File: config.mk
export PLATFORM = sky130hd
export DESIGN_NAME = gpr_port_c
export DESIGN_NICKNAME = d
export VERILOG_FILES = /design/src/inc/gpr_pkg.sv /design/src/logic/gpr_sync.sv /design/src/logic/gpr_pin_mux.sv /design/src/logic/gpr_port_c.sv
export SDC_FILE = /design/constraint.sdc
export NUM_CORES = 1
export LEC_CHECK = 0
export ABC_AREA = 0
export BUFFER_PORTS_ARGS = -buffer_cell sky130_fd_sc_hd__buf_2
export CAP_MARGIN = 20
export CORE_ASPECT_RATIO = 1.1
export CORE_MARGIN = 2
export CORE_UTILIZATION = 49
export DETAILED_ROUTE_END_ITERATION = 6
export GPL_ROUTABILITY_DRIVEN = 0
export PLACE_DENSITY = 0.8
export SYNTH_ARGS = -nofsm -noshare
export SYNTH_HDL_FRONTEND = slang
export SYNTH_SLANG_ARGS = --single-unit
File: constraint.sdc
create_clock -name core_clk -period 2.19 [get_ports core_clk]
set_input_delay 0 -clock core_clk [delete_from_list [all_inputs] [get_ports core_clk]]
set_output_delay 0 -clock core_clk [all_outputs]
set_load 0.1 [all_outputs]
File: src/inc/gpr_pkg.sv
package gpr_pkg;
  localparam int PORT_W = 8;
  // Register byte addresses on the APB bus.
  localparam logic [7:0] OFS_DIRECTION = 8'h00;
  localparam logic [7:0] OFS_LATCH = 8'h04;
  localparam logic [7:0] OFS_PIN_LEVEL = 8'h08;
  localparam logic [7:0] OFS_ANALOG = 8'h0C;
  localparam logic [7:0] OFS_REMAP = 8'h10;
  // Pins 1:0 have no analog function.
  localparam logic [7:0] ANALOG_IMPL_MASK = 8'hFC;
  // Remap fuse word bit positions.
  localparam int BIT_COMPARE2_REMAP = 0;
  localparam int BIT_COMPARE3_REMAP = 2;
  localparam int BIT_TIMER3_REMAP = 4;
  localparam int BIT_PWM2B_REMAP = 5;
  localparam logic [7:0] REMAP_IMPL_MASK = 8'h35;
  // Reset values.
  localparam logic [7:0] RST_DIRECTION = 8'hFF;
  localparam logic [7:0] RST_LATCH = 8'h00;
  localparam logic [7:0] RST_ANALOG = 8'hFC;
  localparam logic [7:0] RST_REMAP = 8'h35;
  // Pins of port C that remapped functions reach.
  localparam int PC_PWM2B = 0;
  localparam int PC_TIMER3_CLK = 0;
  localparam int PC_COMPARE2 = 1;
  localparam int PC_COMPARE3 = 6;
  localparam int SYNC_STAGES = 3;
endpackage

File: src/logic/gpr_sync.sv
`timescale 1ns/1ns
module gpr_sync #(
  parameter int WIDTH = 8
) (
  // Clock and reset.
  input wire logic core_clk,
  input wire logic rst_n,
  // Raw and filtered levels.
  input wire logic [WIDTH-1:0] raw_in,
  output logic [WIDTH-1:0] level_out
);
  logic [WIDTH-1:0] s1_reg;
  logic [WIDTH-1:0] s2_reg;
  logic [WIDTH-1:0] s3_reg;

  always_ff @(posedge core_clk or negedge rst_n) begin
    if (!rst_n) begin
      s1_reg <= '0;
      s2_reg <= '0;
      s3_reg <= '0;
    end else begin
      s1_reg <= raw_in;
      s2_reg <= s1_reg;
      s3_reg <= s2_reg;
    end
  end

  // A change counts only once the last two stages agree.
  genvar i;
  generate
    for (i = 0; i < WIDTH; i++) begin : g_bit
      always_ff @(posedge core_clk or negedge rst_n) begin
        if (!rst_n) begin
          level_out[i] <= 1'b0;
        end else if (s2_reg[i] == s3_reg[i]) begin
          level_out[i] <= s3_reg[i];
        end
      end
    end
  endgenerate
endmodule

File: src/logic/gpr_pin_mux.sv
`timescale 1ns/1ns
module gpr_pin_mux #(
  parameter int WIDTH = 8
) (
  // Serial override, highest priority.
  input wire logic [WIDTH-1:0] ser_ovr_en,
  input wire logic [WIDTH-1:0] ser_ovr_dir_in,
  input wire logic [WIDTH-1:0] ser_out,
  // Routed peripheral outputs, middle priority.
  input wire logic [WIDTH-1:0] per_oe,
  input wire logic [WIDTH-1:0] per_out,
  // Software latch and direction, lowest priority.
  input wire logic [WIDTH-1:0] direction,
  input wire logic [WIDTH-1:0] latch,
  // Resolved drive.
  output logic [WIDTH-1:0] drv_out,
  output logic [WIDTH-1:0] drv_oe
);
  genvar i;
  generate
    for (i = 0; i < WIDTH; i++) begin : g_pin
      always_comb begin
        if (ser_ovr_en[i]) begin
          drv_oe[i] = ~ser_ovr_dir_in[i];
          drv_out[i] = ser_out[i];
        end else if (per_oe[i] && !direction[i]) begin
          drv_oe[i] = 1'b1;
          drv_out[i] = per_out[i];
        end else begin
          drv_oe[i] = ~direction[i];
          drv_out[i] = latch[i];
        end
      end
    end
  endgenerate
endmodule

File: src/logic/gpr_port_c.sv
// The address map and the APB interface to the registers were decided locally.
`timescale 1ns/1ns
module gpr_port_c
  import gpr_pkg::*;
#(
  parameter bit LARGE_PKG = 1'b0
) (
  // Clock and reset.
  input wire logic core_clk,
  input wire logic rst_n,
  // APB slave.
  input wire logic psel,
  input wire logic penable,
  input wire logic pwrite,
  input wire logic [7:0] paddr,
  input wire logic [31:0] pwdata,
  output logic [31:0] prdata,
  output logic pready,
  output logic pslverr,
  // Port C pins.
  input wire logic [PORT_W-1:0] pin_in,
  output logic [PORT_W-1:0] pin_out,
  output logic [PORT_W-1:0] pin_oe,
  // Serial units.
  input wire logic [PORT_W-1:0] ser_ovr_en,
  input wire logic [PORT_W-1:0] ser_ovr_dir_in,
  input wire logic [PORT_W-1:0] ser_out,
  output logic [PORT_W-1:0] ser_in,
  // Remappable peripheral functions.
  input wire logic pwm2_output_b,
  input wire logic pwm2_output_b_oe,
  input wire logic compare2_out,
  input wire logic compare2_oe,
  input wire logic compare3_out,
  input wire logic compare3_oe,
  input wire logic port_b_bit5_in,
  input wire logic port_b_bit3_in,
  output logic timer3_clock_input,
  output logic compare2_capture_in,
  // Route flags for the neighbouring ports.
  output logic compare2_on_port_b_bit3,
  output logic compare3_on_port_e_bit0,
  output logic pwm2b_on_default_pin,
  output logic compare3_on_default_pin
);
  logic [7:0] direction_reg_c;
  logic [7:0] output_latch_c;
  logic [7:0] analog_select;
  logic [7:0] pin_remap_fuse_word;
  logic [7:0] pin_sync;
  logic [1:0] pb_sync;
  logic [7:0] pin_level_c;
  logic [7:0] per_oe;
  logic [7:0] per_out;
  logic [7:0] drv_out;
  logic [7:0] drv_oe;
  logic [31:0] rdata_next;
  logic addr_ok;
  logic setup;
  logic wr_fire;
  logic pwm2b_remap_bit;
  logic timer3_clock_remap_bit;
  logic compare2_remap_bit;
  logic compare3_remap_bit;

  // The register map and pin routing only serve an eight-pin port.
  generate
    if (PORT_W != 8) begin : g_bad_width
      $error("port width must be 8");
    end
  endgenerate

  gpr_sync #(.WIDTH(PORT_W)) u_pin_sync (
    .core_clk(core_clk),
    .rst_n(rst_n),
    .raw_in(pin_in),
    .level_out(pin_sync)
  );

  gpr_sync #(.WIDTH(2)) u_pb_sync (
    .core_clk(core_clk),
    .rst_n(rst_n),
    .raw_in({port_b_bit5_in, port_b_bit3_in}),
    .level_out(pb_sync)
  );

  // Analog pins have their digital input path cut off.
  assign pin_level_c = pin_sync & ~analog_select;

  // Remap routing follows the fuse bits directly.
  assign pwm2b_remap_bit = pin_remap_fuse_word[BIT_PWM2B_REMAP];
  assign timer3_clock_remap_bit = pin_remap_fuse_word[BIT_TIMER3_REMAP];
  assign compare2_remap_bit = pin_remap_fuse_word[BIT_COMPARE2_REMAP];
  assign compare3_remap_bit = pin_remap_fuse_word[BIT_COMPARE3_REMAP];

  always_comb begin
    per_oe = '0;
    per_out = '0;
    if (!pwm2b_remap_bit) begin
      per_oe[PC_PWM2B] = pwm2_output_b_oe;
      per_out[PC_PWM2B] = pwm2_output_b;
    end
    if (compare2_remap_bit) begin
      per_oe[PC_COMPARE2] = compare2_oe;
      per_out[PC_COMPARE2] = compare2_out;
    end
    if (!compare3_remap_bit && !LARGE_PKG) begin
      per_oe[PC_COMPARE3] = compare3_oe;
      per_out[PC_COMPARE3] = compare3_out;
    end
  end

  gpr_pin_mux #(.WIDTH(PORT_W)) u_pin_mux (
    .ser_ovr_en(ser_ovr_en),
    .ser_ovr_dir_in(ser_ovr_dir_in),
    .ser_out(ser_out),
    .per_oe(per_oe),
    .per_out(per_out),
    .direction(direction_reg_c),
    .latch(output_latch_c),
    .drv_out(drv_out),
    .drv_oe(drv_oe)
  );

  // Drive ignores the analog select; only direction and priority decide.
  always_ff @(posedge core_clk or negedge rst_n) begin
    if (!rst_n) begin
      pin_out <= '0;
      pin_oe <= '0;
    end else begin
      pin_out <= drv_out;
      pin_oe <= drv_oe;
    end
  end

  // Peripheral inputs and route flags.
  always_ff @(posedge core_clk or negedge rst_n) begin
    if (!rst_n) begin
      timer3_clock_input <= 1'b0;
      compare2_capture_in <= 1'b0;
      ser_in <= '0;
      compare2_on_port_b_bit3 <= 1'b0;
      compare3_on_port_e_bit0 <= 1'b0;
      pwm2b_on_default_pin <= 1'b1;
      compare3_on_default_pin <= 1'b1;
    end else begin
      timer3_clock_input <= timer3_clock_remap_bit ? pin_level_c[PC_TIMER3_CLK] : pb_sync[1];
      compare2_capture_in <= compare2_remap_bit ? pin_level_c[PC_COMPARE2] : pb_sync[0];
      ser_in <= pin_level_c;
      compare2_on_port_b_bit3 <= ~compare2_remap_bit;
      compare3_on_port_e_bit0 <= ~compare3_remap_bit & LARGE_PKG;
      pwm2b_on_default_pin <= pwm2b_remap_bit;
      compare3_on_default_pin <= compare3_remap_bit;
    end
  end

  // APB decode: zero wait states, answer prepared in the setup cycle.
  assign setup = psel & ~penable;
  assign wr_fire = psel & penable & pready & pwrite & ~pslverr;
  assign addr_ok = (paddr == OFS_DIRECTION) || (paddr == OFS_LATCH) ||
                   (paddr == OFS_PIN_LEVEL) || (paddr == OFS_ANALOG) ||
                   (paddr == OFS_REMAP);

  always_comb begin
    rdata_next = '0;
    case (paddr)
      OFS_DIRECTION: rdata_next[7:0] = direction_reg_c;
      OFS_LATCH: rdata_next[7:0] = output_latch_c;
      OFS_PIN_LEVEL: rdata_next[7:0] = pin_level_c;
      OFS_ANALOG: rdata_next[7:0] = analog_select & ANALOG_IMPL_MASK;
      OFS_REMAP: rdata_next[7:0] = pin_remap_fuse_word & REMAP_IMPL_MASK;
      default: rdata_next = '0;
    endcase
  end

  always_ff @(posedge core_clk or negedge rst_n) begin
    if (!rst_n) begin
      pready <= 1'b0;
      pslverr <= 1'b0;
      prdata <= '0;
    end else if (setup) begin
      pready <= 1'b1;
      pslverr <= ~addr_ok;
      prdata <= pwrite ? 32'h0000_0000 : rdata_next;
    end else begin
      pready <= 1'b0;
      pslverr <= 1'b0;
      prdata <= '0;
    end
  end

  always_ff @(posedge core_clk or negedge rst_n) begin
    if (!rst_n) begin
      direction_reg_c <= RST_DIRECTION;
    end else if (wr_fire && paddr == OFS_DIRECTION) begin
      direction_reg_c <= pwdata[7:0];
    end
  end

  // Writes to the pin-level address land in the latch.
  always_ff @(posedge core_clk or negedge rst_n) begin
    if (!rst_n) begin
      output_latch_c <= RST_LATCH;
    end else if (wr_fire && (paddr == OFS_LATCH || paddr == OFS_PIN_LEVEL)) begin
      output_latch_c <= pwdata[7:0];
    end
  end

  always_ff @(posedge core_clk or negedge rst_n) begin
    if (!rst_n) begin
      analog_select <= RST_ANALOG;
    end else if (wr_fire && paddr == OFS_ANALOG) begin
      analog_select <= pwdata[7:0] & ANALOG_IMPL_MASK;
    end
  end

  // The fuse word is meant to be set once before the port is used.
  always_ff @(posedge core_clk or negedge rst_n) begin
    if (!rst_n) begin
      pin_remap_fuse_word <= RST_REMAP;
    end else if (wr_fire && paddr == OFS_REMAP) begin
      pin_remap_fuse_word <= pwdata[7:0] & REMAP_IMPL_MASK;
    end
  end
endmodule

==> metrics.md <==
| Metric | Value |
|---|---|
| Largest net degree at the start of global routing | 58 |
| Final #Nets | 514 |
| Total track usage | 19.29% |
| # DRC | 0 |
| Synth top area cells | dfrtp_1 53%, dfstp_2 13%, mux2_2 13% |
| Post-CTS Setup Bufs | 0 |
| # diodes | 0 |
| Clock buffer count from CTS | 9 |
| CTS clk-pin slew, worst paths | 0.09 ns |
| Critical Path End Type | register |
| Hold path depth | 4 |
| Setup TNS | 0 ns |
| Port Buf Inserts | 99 |
| Synth cell count leaders | 85 x dfrtp_1, 45 x mux2_2, 25 x buf_4, 20 x dfstp_2 |
| Max-slew headroom | 52.70% |
| Worst path required time | 2.42 ns |
| Antenna Violating Nets Remaining | 0 |
| Peak VDD IR | 0.4214 mV |
| Placed Area | 4578 sq um |
| Final WL | 8.085 mm |
| Hold path startpoint | paddr[5] |
| Layout area overhead | 34.75% |
| Most frequent CP cell | dlygate4sd3_1 |
| Core area | 7913 sq um |
| Post-synth top area cell | dfrtp_1 |
| Via Count | 2561 |
| Worst Path Buf+Inv | 4 |
| Clock sinks | 105 |
| Finish-stage setup viols | 0 |
| Longest Clk Path Bufs | 2 |
| HPWL Detailed | 5.039 mm |
| Final Hold Violating Endpoints | 0 |
| #FFs+latches synth | 105 |
| Prevailing post-synth register cell | dfrtp_1 |
| DRT Pass-1 Iters | 4 |
| Cell Area, Synth | 3996 sq um |
| Row count | 34 |
| Max-cap violation count | 0 |
| Critical path class | in2reg |
| Vias in the first global route | 2700 |
| Max Clk Rate | 0.4833 GHz |
| Yosys cell types | 35 |
| Pwr dens | 767.5 nW/um^2 |
| Final min period | 2.069 ns |
| Cells after Synth | 260 |
| Layout cell share with drive strength beyond 1 | 44.93% |
| First-pass GRT wire length | 13.25 mm |
| Worst Tran Pin Value | 0.7096 ns |
| Worst Hold End | prdata[0]$_DFF_PN0_ |
| Yosys top cell area share | 53.22% |
| Leakage | 0.002563 uW |
| Antenna violations before repair | 0 |
| Htree depth | 3 |
| Via density | 4.725 |
| CTS tree | yes |
| Seq/Total Area, Yosys | 66.37% |
| Startpoint types | input port |
| Post-synth EDFFs | 0 |
| Final worst-path cycle share | 94.48% |
| Clock Skew | 0.008201 ns |
| Final Slew Violations | 0 |
| Critical Path AT | 2.30 ns |
| RSZ-0062 raised after global routing | false |
| Cell family contributing the most delay on the critical path | buffers and inverters |
| Clock Latency Late Sink | 0.36 ns |
| DRT iter0 DRCs | 51 |
| CP max stage cell | dlygate4sd3_1 |
| Initial Util | 50.51% |
| Global route overflow | 0 |
| FILL cells | 576 |
| WL/cell | 14.92 um |
| Synth async-reset ratio | 100.0% |
| Outcome | finished, final reports clean |
| CP peak stage delay | 0.61 ns |
| R2r endpoint | pin_out[1]$_DFF_PN0_ |
| Count leader, synth | dfrtp_1 |
| Ys Warns | 0 |
| Post-Syn Area per Cell | 15.37 sq um |
| CP Cell Sequence | dlygate4sd3_1, buf_2, nor4_2, dlygate4sd3_1, a21oi_1, dlygate4sd3_1 |
| R2R cell count | 5 |
| IO Pins | 149 |
| Die W | 90.11 um |
| Hold Crit Class | in2reg |
| FF-to-FF Start | pin_remap_fuse_word[0]$_DFFE_PN1P_ |
| Root buffer cell | clkbuf_8 |
| Die height | 98.72 um |
| Die area | 8895 sq um |
| Post-route cell area | 5385 sq um |
| CP Max Fanout | 3 |
| Reg2reg setup slack | 0.18 ns |
through the flow:
stage               worst slack (ns)  utilization, %  total power [uW]  std cells  hold slack, ns
floorplan                    0.01480               -              2672        284         -0.2956
global placement              0.2672           57.86              2797        468         0.08780
detailed placement            0.2683           57.86              2806        468         0.09135
CTS                           0.1059           67.98              4161        542         0.02951
global route                 0.04961           68.06              4295        542         0.03595
finish                        0.1210           68.06              4133        542         0.04441
repair_timing:
action                                  in CTS  in global routing
endpoints found under the hold margin      102                  0
resized for setup                            0                  1
hold buffers                                58                  0
endpoints found under the setup margin       0                  1
worst max-delay path by stage:
stage | from | cells after the start | end | slack, ns
finish | paddr[7] | 6 | pslverr$_DFF_PN0_ | 0.12
global route | paddr[7] | 6 | pslverr$_DFF_PN0_ | 0.05
CTS | paddr[7] | 6 | pslverr$_DFF_PN0_ | 0.11
detailed placement | paddr[1] | 6 | output_latch_c[6]$_DFFE_PN0P_ | 0.27
global placement | paddr[1] | 6 | output_latch_c[1]$_DFFE_PN0P_ | 0.27
floorplan | pslverr$_DFF_PN0_ | 3 | output_latch_c[0]$_DFFE_PN0P_ | 0.01
per-layer routing:
metal	part of all wire (%)	wire (um)	track usage, %
met1	42	3436	24.36
met4	1.7	140	7.574
met2	51	4139	32.79
met5	0	0	0
met3	4.6	369	4.281
report_power, final:
part	switching (uW)	internal [uW]	total (uW)	leakage, uW
clock network	607	674	1280	0.000113
logic	602	190	792	0.00122
registers	35.6	2020	2060	0.00123
cells by family (layout without fill, tap and decap cells):
logic type | Yosys count | in the layout | share of synthesized area [%]
flops | 105 | 105 | 66.37
mux | 58 | 58 | 16.88
compound gates | 9 | 9 | 1.440
fa+ha+maj | 10 | 10 | 2.505
other cells | 1 | 25 | 0.09384
simple gates | 44 | 44 | 7.108
buf+inv | 32 | 182 | 5.385
xor+xnor | 1 | 1 | 0.2192
worst register-to-register path: stages, from the launching register on:
cell           delay, ns
dfstp_2             0.58
nand2_1             0.07
nor2_1              0.11
mux2_2              0.34
mux2_2              0.26
dlygate4sd3_1       0.56
area by class of cell:
cell class	instances	area [sq um]	area share, %
Clock inverter	5	78.83	1.464
Tap cell	108	135.1	2.509
Clock buffer	11	141.4	2.625
Multi-Input combinational cell	147	1225	22.75
Inverter	2	7.507	0.1394
Timing Repair Buffer	164	1144	21.24
Sequential cell	105	2654	49.28
cell usage in the layout, fill, tap and decap left out, types with 2 or more instances in the layout:
cell,n
buf_2,98
dfrtp_1,84
dlygate4sd3_1,58
mux2_2,45
conb_1,25
dfstp_2,20
mux2i_1,10
maj3_1,10
clkbuf_8,10
nand2_1,9
nor2b_1,8
buf_4,7
nor2_1,6
and2_1,4
mux4_2,3
a21oi_1,3
nor4_4,3
inv_1,2
a32oi_1,2
nand3_1,2
nand3b_1,2
bufinv_16,2
clkinv_2,2
Note: power is estimated with default switching activity, not from simulation.
